<file path="config.mk">
export PLATFORM = sky130hd
export DESIGN_NAME = flrb_top
export DESIGN_NICKNAME = d
export VERILOG_FILES = /design/src/design/flrb_write_timer.v /design/src/design/flrb_top.v
export VERILOG_INCLUDE_DIRS = /design/src /design/src/include
export SDC_FILE = /design/constraint.sdc
export NUM_CORES = 1
export LEC_CHECK = 0
export BUFFER_PORTS_ARGS = -buffer_cell sky130_fd_sc_hd__buf_2
export CORE_AREA = 2 2 129 162
export DETAILED_ROUTE_END_ITERATION = 10
export DIE_AREA = 0 0 131 164
export GPL_TIMING_DRIVEN = 0
export PLACE_DENSITY = 0.66
export SETUP_SLACK_MARGIN = 0.5
export SLEW_MARGIN = 20
export SYNTH_ARGS = -nofsm -noshare
export SYNTH_HDL_FRONTEND = slang
export SYNTH_SLANG_ARGS = --single-unit
</file>
<file path="constraint.sdc">
create_clock -name clk_sys_i -period 7.4 [get_ports clk_sys_i]
set_input_delay 1.48 -clock clk_sys_i [delete_from_list [all_inputs] [get_ports clk_sys_i]]
set_output_delay 1.48 -clock clk_sys_i [all_outputs]
set_load 0.03 [all_outputs]
</file>
<file path="src/include/flrb_consts.vh">
// Constants for the fuse/lock readback and boot map block
// Assumes inclusion by bare name from design files
`ifndef FLRB_CONSTS_VH
`define FLRB_CONSTS_VH
`define FLRB_ADDR_CTRL 12'h000
`define FLRB_ADDR_ZPTR 12'h004
`define FLRB_ADDR_FUSE 12'h008
`define FLRB_ADDR_LOCK 12'h00c
`define FLRB_ADDR_STAT 12'h010
`define FLRB_ADDR_LPM 12'h014
`define FLRB_ADDR_MEMD 12'h018
`define FLRB_BIT_STORE_PROGRAM_ENABLE 0
`define FLRB_BIT_PGERS 1
`define FLRB_BIT_PGWRT 2
`define FLRB_BIT_LOCK_READ_SELECT 3
`define FLRB_BIT_REEN 4
`define FLRB_BIT_BUSY 6
`define FLRB_Z_LOCK 13'h0001
`define FLRB_Z_FLOW 13'h0000
`define FLRB_Z_FHIGH 13'h0003
`define FLRB_Z_FEXT 13'h0002
`define FLRB_LPM_WIN 3'd3
`define FLRB_SPM_WIN 3'd4
`define FLRB_CLK_KHZ 25000
`define FLRB_TMIN_US 3700
`define FLRB_TMAX_US 4500
`define FLRB_WRITE_CYC ((`FLRB_TMIN_US * `FLRB_CLK_KHZ + 999) / 1000)
`define FLRB_BOOT_11 12'hf80
`define FLRB_BOOT_10 12'hf00
`define FLRB_BOOT_01 12'he00
`define FLRB_BOOT_00 12'hc00
`define FLRB_NO_CONCURRENT_READ_SECTION_START 12'hc00
`define FLRB_LOCK_RST 8'hff
`define FLRB_FUSE_RST 24'hffffff
`endif

</file>
<file path="src/design/flrb_write_timer.v">
// Flash write duration timer
// Assumes a start pulse from the top; gives back a one-cycle done tick
`timescale 1ns/100ps
`include "flrb_consts.vh"
module flrb_write_timer #(
	parameter WRITE_CYC = `FLRB_WRITE_CYC
) (
	input wire clk_sys_i,
	input wire rst_n_i,
	input wire start_i,
	output reg busy_o,
	output reg done_o
);
	reg [19:0] cnt_reg;
	always @(posedge clk_sys_i or negedge rst_n_i) begin
		if (!rst_n_i) begin
			cnt_reg <= 20'h00000;
			busy_o <= 1'b0;
			done_o <= 1'b0;
		end else begin
			done_o <= 1'b0;
			if (start_i && !busy_o) begin
				cnt_reg <= WRITE_CYC[19:0] - 20'h00001;
				busy_o <= 1'b1;
			end else if (busy_o) begin
				if (cnt_reg == 20'h00000) begin
					busy_o <= 1'b0;
					done_o <= 1'b1;
				end else begin
					cnt_reg <= cnt_reg - 20'h00001;
				end
			end
		end
	end
endmodule

</file>
<file path="src/design/flrb_top.v">
// Fuse and lock readback, boot map decode and self-program control
// Assumes an APB master; flash array outside supplies program bytes
//
// Behaviour
// - Lock byte returned for pointer one, armed
// - Lock byte layout boot bits 5:2, memory 1:0
// - Arm bits self-clear after read or timeout
// - Disarmed load reads ordinary program byte
// - Pointer zero returns low fuse byte
// - Pointer three returns high fuse byte
// - Pointer two returns extended fuse bits 3:0
// - Programmed reads zero, unprogrammed one
// - Reset aborts a running flash write; timer cleared by nrst_i
// - Flash writes timed 3.7 to 4.5 ms
// - Boot size select picks boot start
// - READ_WHILE_WRITE_SECTION below 0xC00, NO_CONCURRENT_READ_SECTION above
// - Twelve bit counter, 32 word pages
// - Page index from pointer bits 12:6
// - Word index from pointer bits 5:1
// - Ignore pointer 15:13; bit 0 selects byte in fuse and lock readback only
// - Erase pattern then store starts erase
// - Busy flag set by an erase or write issued with lock read select clear, held until a REEN write made in idle after the timer finishes
`timescale 1ns/100ps
`include "flrb_consts.vh"
module flrb_top #(
	parameter WRITE_CYC = `FLRB_WRITE_CYC
) (
	input wire clk_sys_i,
	input wire nrst_i,
	input wire psel_i,
	input wire penable_i,
	input wire pwrite_i,
	input wire [11:0] paddr_i,
	input wire [31:0] pwdata_i,
	input wire [7:0] fuse_low_byte_i,
	input wire [7:0] fuse_high_byte_i,
	input wire [7:0] fuse_extended_byte_i,
	input wire [7:0] lock_bits_i,
	input wire eeprom_write_active_i,
	input wire [7:0] flash_byte_i,
	output reg [31:0] prdata_o,
	output reg pready_o,
	output reg pslverr_o,
	output reg [11:0] flash_addr_o,
	output reg flash_erase_o,
	output reg flash_write_o,
	output reg [6:0] page_index_field_o,
	output reg [4:0] word_index_field_o,
	output reg [11:0] boot_start_o,
	output reg concurrent_section_busy_flag_o
);
	reg rst_s1_reg;
	reg rst_n;
	always @(posedge clk_sys_i or negedge nrst_i) begin
		if (!nrst_i) begin
			rst_s1_reg <= 1'b0;
			rst_n <= 1'b0;
		end else begin
			rst_s1_reg <= 1'b1;
			rst_n <= rst_s1_reg;
		end
	end

	function [11:0] boot_start_f;
		input [1:0] sz;
		begin
			case (sz)
				2'b11: boot_start_f = `FLRB_BOOT_11;
				2'b10: boot_start_f = `FLRB_BOOT_10;
				2'b01: boot_start_f = `FLRB_BOOT_01;
				default: boot_start_f = `FLRB_BOOT_00;
			endcase
		end
	endfunction

	function is_no_concurrent_read_section_f;
		input [6:0] page;
		begin
			is_no_concurrent_read_section_f = ({page, 5'h00} >= `FLRB_NO_CONCURRENT_READ_SECTION_START);
		end
	endfunction

	localparam ST_IDLE = 3'b001;
	localparam ST_ARMED = 3'b010;
	localparam ST_PROG = 3'b100;

	reg [2:0] state_reg;
	reg [2:0] win_reg;
	reg [4:0] ctrl_reg;
	reg [15:0] zptr_reg;
	reg [7:0] lpm_data_reg;
	reg rww_busy_reg;
	reg [6:0] op_page_reg;
	reg op_no_concurrent_read_section_reg;
	reg [7:0] lock_cap_reg;
	reg [23:0] fuse_cap_reg;
	reg cap_done_reg;
	reg timer_start;
	wire timer_busy;
	wire timer_done;

	wire apb_wr = psel_i && penable_i && pwrite_i && pready_o;
	wire apb_rd = psel_i && penable_i && !pwrite_i && pready_o;
	wire [12:0] zsel = zptr_reg[12:0];
	wire armed_rb = (state_reg == ST_ARMED) && ctrl_reg[`FLRB_BIT_LOCK_READ_SELECT];
	wire spm_issue = apb_wr && (paddr_i == `FLRB_ADDR_CTRL) && pwdata_i[7];

	// Straps caught once after reset release; flash keeps its own
	always @(posedge clk_sys_i) begin
		if (!rst_n) begin
			cap_done_reg <= 1'b0;
			lock_cap_reg <= `FLRB_LOCK_RST;
			fuse_cap_reg <= `FLRB_FUSE_RST;
		end else if (!cap_done_reg) begin
			cap_done_reg <= 1'b1;
			lock_cap_reg <= lock_bits_i;
			fuse_cap_reg <= {fuse_extended_byte_i, fuse_high_byte_i, fuse_low_byte_i};
		end
	end

	// Readback mux: raw fuse levels, 0 programmed 1 not
	reg [7:0] rb_data;
	reg rb_hit;
	always @* begin
		rb_hit = 1'b1;
		case (zsel)
			`FLRB_Z_LOCK: rb_data = {2'b11, lock_cap_reg[5:0]};
			`FLRB_Z_FLOW: rb_data = fuse_cap_reg[7:0];
			`FLRB_Z_FHIGH: rb_data = fuse_cap_reg[15:8];
			`FLRB_Z_FEXT: rb_data = {4'hf, fuse_cap_reg[19:16]};
			default: begin
				rb_data = flash_byte_i;
				rb_hit = 1'b0;
			end
		endcase
	end

	wire lpm_issue = apb_rd && (paddr_i == `FLRB_ADDR_LPM);

	always @(posedge clk_sys_i or negedge rst_n) begin
		if (!rst_n) begin
			state_reg <= ST_IDLE;
			win_reg <= 3'd0;
			ctrl_reg <= 5'h00;
			zptr_reg <= 16'h0000;
			lpm_data_reg <= 8'h00;
			rww_busy_reg <= 1'b0;
			op_page_reg <= 7'h00;
			op_no_concurrent_read_section_reg <= 1'b0;
			timer_start <= 1'b0;
			flash_erase_o <= 1'b0;
			flash_write_o <= 1'b0;
		end else begin
			timer_start <= 1'b0;
			flash_erase_o <= 1'b0;
			flash_write_o <= 1'b0;
			if (apb_wr && paddr_i == `FLRB_ADDR_ZPTR)
				zptr_reg <= pwdata_i[15:0];
			case (state_reg)
				ST_IDLE: begin
					if (apb_wr && paddr_i == `FLRB_ADDR_CTRL && pwdata_i[`FLRB_BIT_STORE_PROGRAM_ENABLE]
						&& !eeprom_write_active_i && !timer_busy) begin
						ctrl_reg <= pwdata_i[4:0];
						win_reg <= 3'd0;
						state_reg <= ST_ARMED;
					end else if (apb_wr && paddr_i == `FLRB_ADDR_CTRL && pwdata_i[`FLRB_BIT_REEN]
						&& !timer_busy) begin
						rww_busy_reg <= 1'b0;
					end
				end
				ST_ARMED: begin
					win_reg <= win_reg + 3'd1;
					if (lpm_issue) begin
						lpm_data_reg <= (armed_rb && rb_hit) ? rb_data : flash_byte_i;
						if (armed_rb) begin
							ctrl_reg <= 5'h00;
							state_reg <= ST_IDLE;
						end
					end else if (spm_issue) begin
						if (ctrl_reg[`FLRB_BIT_PGERS] || ctrl_reg[`FLRB_BIT_PGWRT]
							|| ctrl_reg[`FLRB_BIT_LOCK_READ_SELECT]) begin
							op_page_reg <= zptr_reg[12:6];
							op_no_concurrent_read_section_reg <= is_no_concurrent_read_section_f(zptr_reg[12:6]);
							timer_start <= 1'b1;
							flash_erase_o <= ctrl_reg[`FLRB_BIT_PGERS];
							flash_write_o <= ctrl_reg[`FLRB_BIT_PGWRT];
							if (!ctrl_reg[`FLRB_BIT_LOCK_READ_SELECT])
								rww_busy_reg <= 1'b1;
							state_reg <= ST_PROG;
						end else begin
							ctrl_reg <= 5'h00;
							state_reg <= ST_IDLE;
						end
					end else if (win_reg >= `FLRB_SPM_WIN - 3'd1) begin
						ctrl_reg <= 5'h00;
						state_reg <= ST_IDLE;
					end else if (armed_rb && win_reg >= `FLRB_LPM_WIN - 3'd1) begin
						ctrl_reg <= 5'h00;
						state_reg <= ST_IDLE;
					end
				end
				ST_PROG: begin
					if (timer_done) begin
						ctrl_reg <= 5'h00;
						state_reg <= ST_IDLE;
					end
				end
				default: state_reg <= ST_IDLE;
			endcase
			if (!armed_rb && lpm_issue && state_reg != ST_ARMED)
				lpm_data_reg <= flash_byte_i;
		end
	end

	// Timer keeps its own reset away from the flash path
	flrb_write_timer #(
		.WRITE_CYC(WRITE_CYC)
	) u_timer (
		.clk_sys_i(clk_sys_i),
		.rst_n_i(nrst_i),
		.start_i(timer_start),
		.busy_o(timer_busy),
		.done_o(timer_done)
	);

	// APB read data, one wait state answer
	reg [31:0] rd_mux;
	always @* begin
		case (paddr_i)
			`FLRB_ADDR_CTRL: rd_mux = {24'h000000, 1'b0, rww_busy_reg, 1'b0, ctrl_reg};
			`FLRB_ADDR_ZPTR: rd_mux = {16'h0000, zptr_reg};
			`FLRB_ADDR_FUSE: rd_mux = {8'h00, fuse_cap_reg};
			`FLRB_ADDR_LOCK: rd_mux = {24'h000000, lock_cap_reg};
			`FLRB_ADDR_STAT: rd_mux = {29'h00000000, timer_busy, op_no_concurrent_read_section_reg, eeprom_write_active_i};
			`FLRB_ADDR_LPM: rd_mux = {24'h000000, lpm_data_reg};
			default: rd_mux = 32'h00000000;
		endcase
	end

	wire known = (paddr_i == `FLRB_ADDR_CTRL) || (paddr_i == `FLRB_ADDR_ZPTR)
		|| (paddr_i == `FLRB_ADDR_FUSE) || (paddr_i == `FLRB_ADDR_LOCK)
		|| (paddr_i == `FLRB_ADDR_STAT) || (paddr_i == `FLRB_ADDR_LPM);

	always @(posedge clk_sys_i or negedge rst_n) begin
		if (!rst_n) begin
			pready_o <= 1'b0;
			pslverr_o <= 1'b0;
			prdata_o <= 32'h00000000;
			flash_addr_o <= 12'h000;
			page_index_field_o <= 7'h00;
			word_index_field_o <= 5'h00;
			boot_start_o <= `FLRB_BOOT_00;
			concurrent_section_busy_flag_o <= 1'b0;
		end else begin
			pready_o <= psel_i && penable_i && !pready_o;
			pslverr_o <= psel_i && penable_i && !pready_o && !known;
			if (psel_i && penable_i && !pready_o)
				prdata_o <= rd_mux;
			flash_addr_o <= zptr_reg[12:1];
			page_index_field_o <= (state_reg == ST_PROG) ? op_page_reg : zptr_reg[12:6];
			word_index_field_o <= zptr_reg[5:1];
			boot_start_o <= boot_start_f(fuse_cap_reg[18:17]);
			concurrent_section_busy_flag_o <= rww_busy_reg;
		end
	end
endmodule

</file>
# Word level (Yosys, flattened, before mapping)
# Cells that the tools add are included.
op_classes:
  n_eq_ne: 27
  n_mux: 58
  order_cmp: 3
  reduce_logical: 51
  bitwise: 1
  add_sub_neg: 2
op_table:
  columns: ["operator", "count"]
  rows:
  - ["$pmux W24 S6", 1]
  - ["$mux W20", 3]
  - ["$mux W5", 8]
  - ["$mux W8", 4]
  - ["$pmux W8 S4", 1]
  - ["$pmux W10 S3", 1]
  - ["$mux W3", 9]
  - ["$eq A13 B2 Y1 const B", 2]
  - ["$mux W1", 26]
  - ["$eq A12 B4 Y1 const B", 2]
  - ["$eq A12 B5 Y1 const B", 2]
  - ["$logic_and A1 B1 Y1", 22]
  - ["$logic_not A20 Y1", 1]
  - ["$sub A20 B1 Y20 const B", 1]
  - ["$pmux W5 S3", 1]
  - ["$eq A13 B1 Y1 const B", 1]
  - ["$logic_not A13 Y1", 1]
  - ["$eq A12 B3 Y1 const B", 1]
  - ["$ge A12 B12 Y1 const B", 1]
  - ["$logic_not A12 Y1", 1]
  - ["$ne A2 B2 Y1 const B", 6]
  - ["$pmux W3 S3", 1]
  - ["$reduce_and A4 Y1", 2]
  - ["$reduce_bool A2 Y1", 4]
  - ["23 further kinds", 40]
totals:
  out_inout_bits: 73
  inputBits: 90
  ff_bits: 175

# Logic depth before layout (Yosys ltp)
logic_depth:
  word_depth: 9
  mapped_depth: 8

# Hierarchy
# Synthesis repeated with hierarchy kept, for this count alone.
hier_totals:
  cells_unflattened: 643
  area_unflattened_um2: 6926.6
modules_own_cells:
  columns: ["module", "area_per_inst_um2", "cells_per_inst", "n_inst"]
  rows:
  - ["flrb_top", 5735.5, 517, 1]
  - ["flrb_write_timer", 1191.1, 126, 1]

# Least setup slack after synthesis
# OpenSTA, ideal clock, no wires.
synth_path:
  path_type: "in2reg"
  from: "input port paddr_i[1]"
  to: "register zptr_reg[10]"
  arrival_ns: 3.158
  setup_time_ns: 0.127
  n_path_buf: 2
  path_slack_ns: 4.115
  cell_stages: 6
  cell_sequence: "or4_4 -> nor4b_4 -> and2b_1 -> buf_4 -> buf_6 -> mux2_1"
synth_via:
  elab_chain_len: 2
synth_lines:
  columns: ["element", "line_no", "source"]
  rows:
  - ["from (decl)", "flrb_top.v:33", "input wire [11:0] paddr_i,"]
  - ["$eq A12 B3 Y1", null, null]
  - ["$logic_and A1 B1 Y1 (no source line)", null, null]
  - ["to (signal assigned)", "flrb_top.v:158", "zptr_reg <= pwdata_i[15:0];"]
  - ["to (decl)", "flrb_top.v:90", "reg [15:0] zptr_reg;"]
# No other way between the ends.
# A chain may end at the register's enable or synchronous reset.

# Worst setup path in the final report
layout_path:
  from: "input port paddr_i[5]"
  to: "register lpm_data_reg[3]"
layout_via:
  elab_chain_len: 6
layout_lines:
  columns: ["element", "line_no", "source"]
  rows:
  - ["$eq A12 B5 Y1 *", null, null]
  - ["$logic_and A1 B1 Y1 *", "flrb_top.v:138", "wire lpm_issue = apb_rd && (paddr_i == `FLRB_ADDR_LPM);"]
  - ["$logic_and A1 B1 Y1 (2 in series)", "flrb_top.v:210", "if (!armed_rb && lpm_issue && state_reg != ST_ARMED)"]
  - ["$reduce_bool A2 Y1 (no source line)", null, null]
  - ["$reduce_and A2 Y1 (no source line)", null, null]
  - ["to (signal assigned)", "flrb_top.v:174", "lpm_data_reg <= (armed_rb && rb_hit) ? rb_data : flash_byte_i;"]
  - ["to (signal assigned)", "flrb_top.v:211", "lpm_data_reg <= flash_byte_i;"]
  - ["to (decl)", "flrb_top.v:91", "reg [7:0] lpm_data_reg;"]
# Every way passes the cells marked *; elsewhere a longest branch is shown, timed or not.

==> flow_summary.ini <==
[outcome]
status = completed

[pwr]
p_per_area_nw_per_um2 = 219.7
power_mw = 1.885
leakagePower_nw = 4.295
vdd_drop_max_v = 0.0001323

[detailed_routing]
drc_errors = 0
routedWlPerCell_um = 16.59
ant_nets = 0
drt-initial-drc-count = 345
viasPerCell = 4.893
vias = 5431
wirelength_um = 18410
drt_first_pass_iters = 5

[placed_design]
finalWeightedCongestion = 0.8728
hpwl_um = 14140
numPlacedInstances = 1078
port_buffers = 129
placed_cell_area_um2 = 7984

[setup_path]
start_kind = primary input
endpoint_kind = register
crit_path_cell_trace = buf_2 -> nor3_1 -> nand4_1 -> nor2_1 -> clkbuf_1 -> a31oi_1
crit_path_top_delay_cell = nor2_1
slowest_delay_ps = 610
path_max_fanout = 10
worstPathRequired_ps = 7680
crit_type = primary input to register
arrival_ps = 3530

[die]
die_w_um = 131
die_h_um = 164
core.rowCount = 58
die-area_um2 = 21480
start_util_pct = 34.48
core_area_um2 = 19960
io_pins = 163

[synth]
synth_warnings = 0
synth_seq_cells = 153
async_reset_ff_share_pct = 78.43
yosysSeqAreaShare_pct = 53.25
synth_cells = 661
synth_edf_count = 0
synth_area_um2 = 6882
synth.distinct_cells = 63
avgSynthCellArea_um2 = 10.41
synth_flop_cell = dfrtp_1

[timing]
finalSetupViolations = 0
totalNegativeSetupSlack_ps = 0
fin_skew_ps = 9.290
layout_worst_path_cycle_share_pct = 43.81
fin_crit_ps = 3242
maxSlewHeadroom_pct = 41.11
maxSlewViolCount = 0
rsz0062_at_grt = false
timing_hold_violations_final = 0
timing_worst_slew_pin_value_ps = 871.1
fmax_mhz = 308.5

[cells_and_area]
fillers = 1950
drive_above_1_share_pct = 27.74
stdcell_area_um2 = 8579
final_nets = 921
n_antenna_cell = 0
syn_to_final_growth_pct = 24.67
mostFrequentLayoutCells = buf_2, dfrtp_1, nand2_1, nor2_1, mux2i_1
utilization_pct = 42.99
stdcell_count = 1110
layout_commonest_cell = buf_2

[clock_tree]
cts_buffers = 17
insertion_delay_ps = 430
cts_tree = done
cts_sinks = 153
clockBufferDepth = 2
cts-root-buf = clkbuf_16
h-tree-depth = 4
post_cts_buffers = 0
path_clk_slew_ps = 60
holdBufCountCts = 0
cts_resized = 0

[global_route]
antenna_found_initial = 1
overflow = 0
grt_pass1_vias = 5443
grt_pass1_wl_um = 29160
grt_use_total_pct = 17.98
grt_max_degree = 47

[job]
drv_cap = 0

[min_path]
hold_class = register to async pin
-- metal layers --
layer	wire, um	global-route usage, %
met1	7329	21.04
met2	9490	30.83
met3	989	4.951
met4	593	7.447
met5	8	0
-- report_power, final --
| part | switching, mW | internal, mW | leakage, nW |
|---|---|---|---|
| registers | 0.0184 | 0.856 | 1.87 |
| logic | 0.0931 | 0.0556 | 2.13 |
| clock network | 0.343 | 0.519 | 0.296 |
-- synth_stat cells (5+ instances only) --
| cell | n | area, um^2 |
|---|---|---|
| inv_1 | 12 | 45.04 |
| nor2_1 | 48 | 180.2 |
| and2_1 | 5 | 31.28 |
| o21ai_0 | 25 | 125.1 |
| mux2i_1 | 36 | 360.4 |
| nor4_1 | 7 | 43.79 |
| a221oi_1 | 14 | 122.6 |
| dfrtp_1 | 119 | 2978 |
| nand2_1 | 111 | 416.7 |
| mux2_2 | 20 | 225.2 |
| nor3_1 | 12 | 60.06 |
| dfxtp_1 | 33 | 660.6 |
| or3_1 | 8 | 50.05 |
| xor2_1 | 6 | 52.55 |
| nand4_1 | 15 | 93.84 |
| a21oi_1 | 7 | 35.03 |
| a31oi_1 | 12 | 75.07 |
| buf_4 | 24 | 180.2 |
| or2_2 | 5 | 31.28 |
| mux2_1 | 10 | 112.6 |
| nand3_1 | 21 | 105.1 |
| clkbuf_1 | 24 | 90.09 |
| o211ai_1 | 9 | 67.56 |
-- metrics by stage --
stage | setup slack [ps] | hold slack [ps]
after floorplan | 4115 | 331.2
final | 4158 | 186.7
after global routing | 4003 | 199.5
after global placement | 3046 | 334.4
after CTS | 4156 | 186.3
after detailed placement | 3694 | 180.1
-- logic make-up (layout without fill, tap and decap cells) --
kind of cell	count (synthesis)	count (layout)	share of synthesized area (%)
AND/OR/NAND/NOR	262	262	18.84
flip-flops	153	153	53.25
AO/OA/AOI/OAI	95	95	9.528
multiplexers	70	70	11.45
buffers and inverters	68	231	5.200
XOR/XNOR	7	7	0.8909
adder cells (fa/ha/maj)	4	4	0.7273
other	2	18	0.1091
-- final cells by class --
| type | instances | area (um^2) | area share [%] |
|---|---|---|---|
| plain buffers | 56 | 312.8 | 3.646 |
| clock buffers | 22 | 506.7 | 5.906 |
| clock inverters | 10 | 88.84 | 1.035 |
| inverters | 12 | 45.04 | 0.5250 |
| multi-input cells | 456 | 2919 | 34.02 |
| flip-flops and latches | 153 | 3669 | 42.76 |
| well taps | 270 | 337.8 | 3.938 |
| repair buffers | 131 | 700.7 | 8.167 |
-- path summary, 6_finish.rpt --
path                                                     start                         endpoint  slack, ps  cells after the start
worst max-delay path                                paddr_i[5]      lpm_data_reg[3]$_DFFE_PN0P_       4160                      6
worst min-delay path                           rst_n$_DFF_PN0_            timer_start$_DFF_PN0_        190                      0
worst max register to register  u_timer.cnt_reg[0]$_DFFE_PN0P_  u_timer.cnt_reg[14]$_DFFE_PN0P_       4750                      7
worst min register to register                 rst_n$_DFF_PN0_            timer_start$_DFF_PN0_        190                      0
max in group asynchronous                               nrst_i                  rst_n$_DFF_PN0_       5950                      1
min in group clk_sys_i                    rst_s1_reg$_DFF_PN0_                  rst_n$_DFF_PN0_        350                      0
-- worst max-delay path, delay by kind of cell --
kind / cells / cell delay [ps]
simple gates: 3 / 1360
buf+inv: 2 / 530
compound gates: 1 / 150
Note: power is estimated with default switching activity, not from simulation.
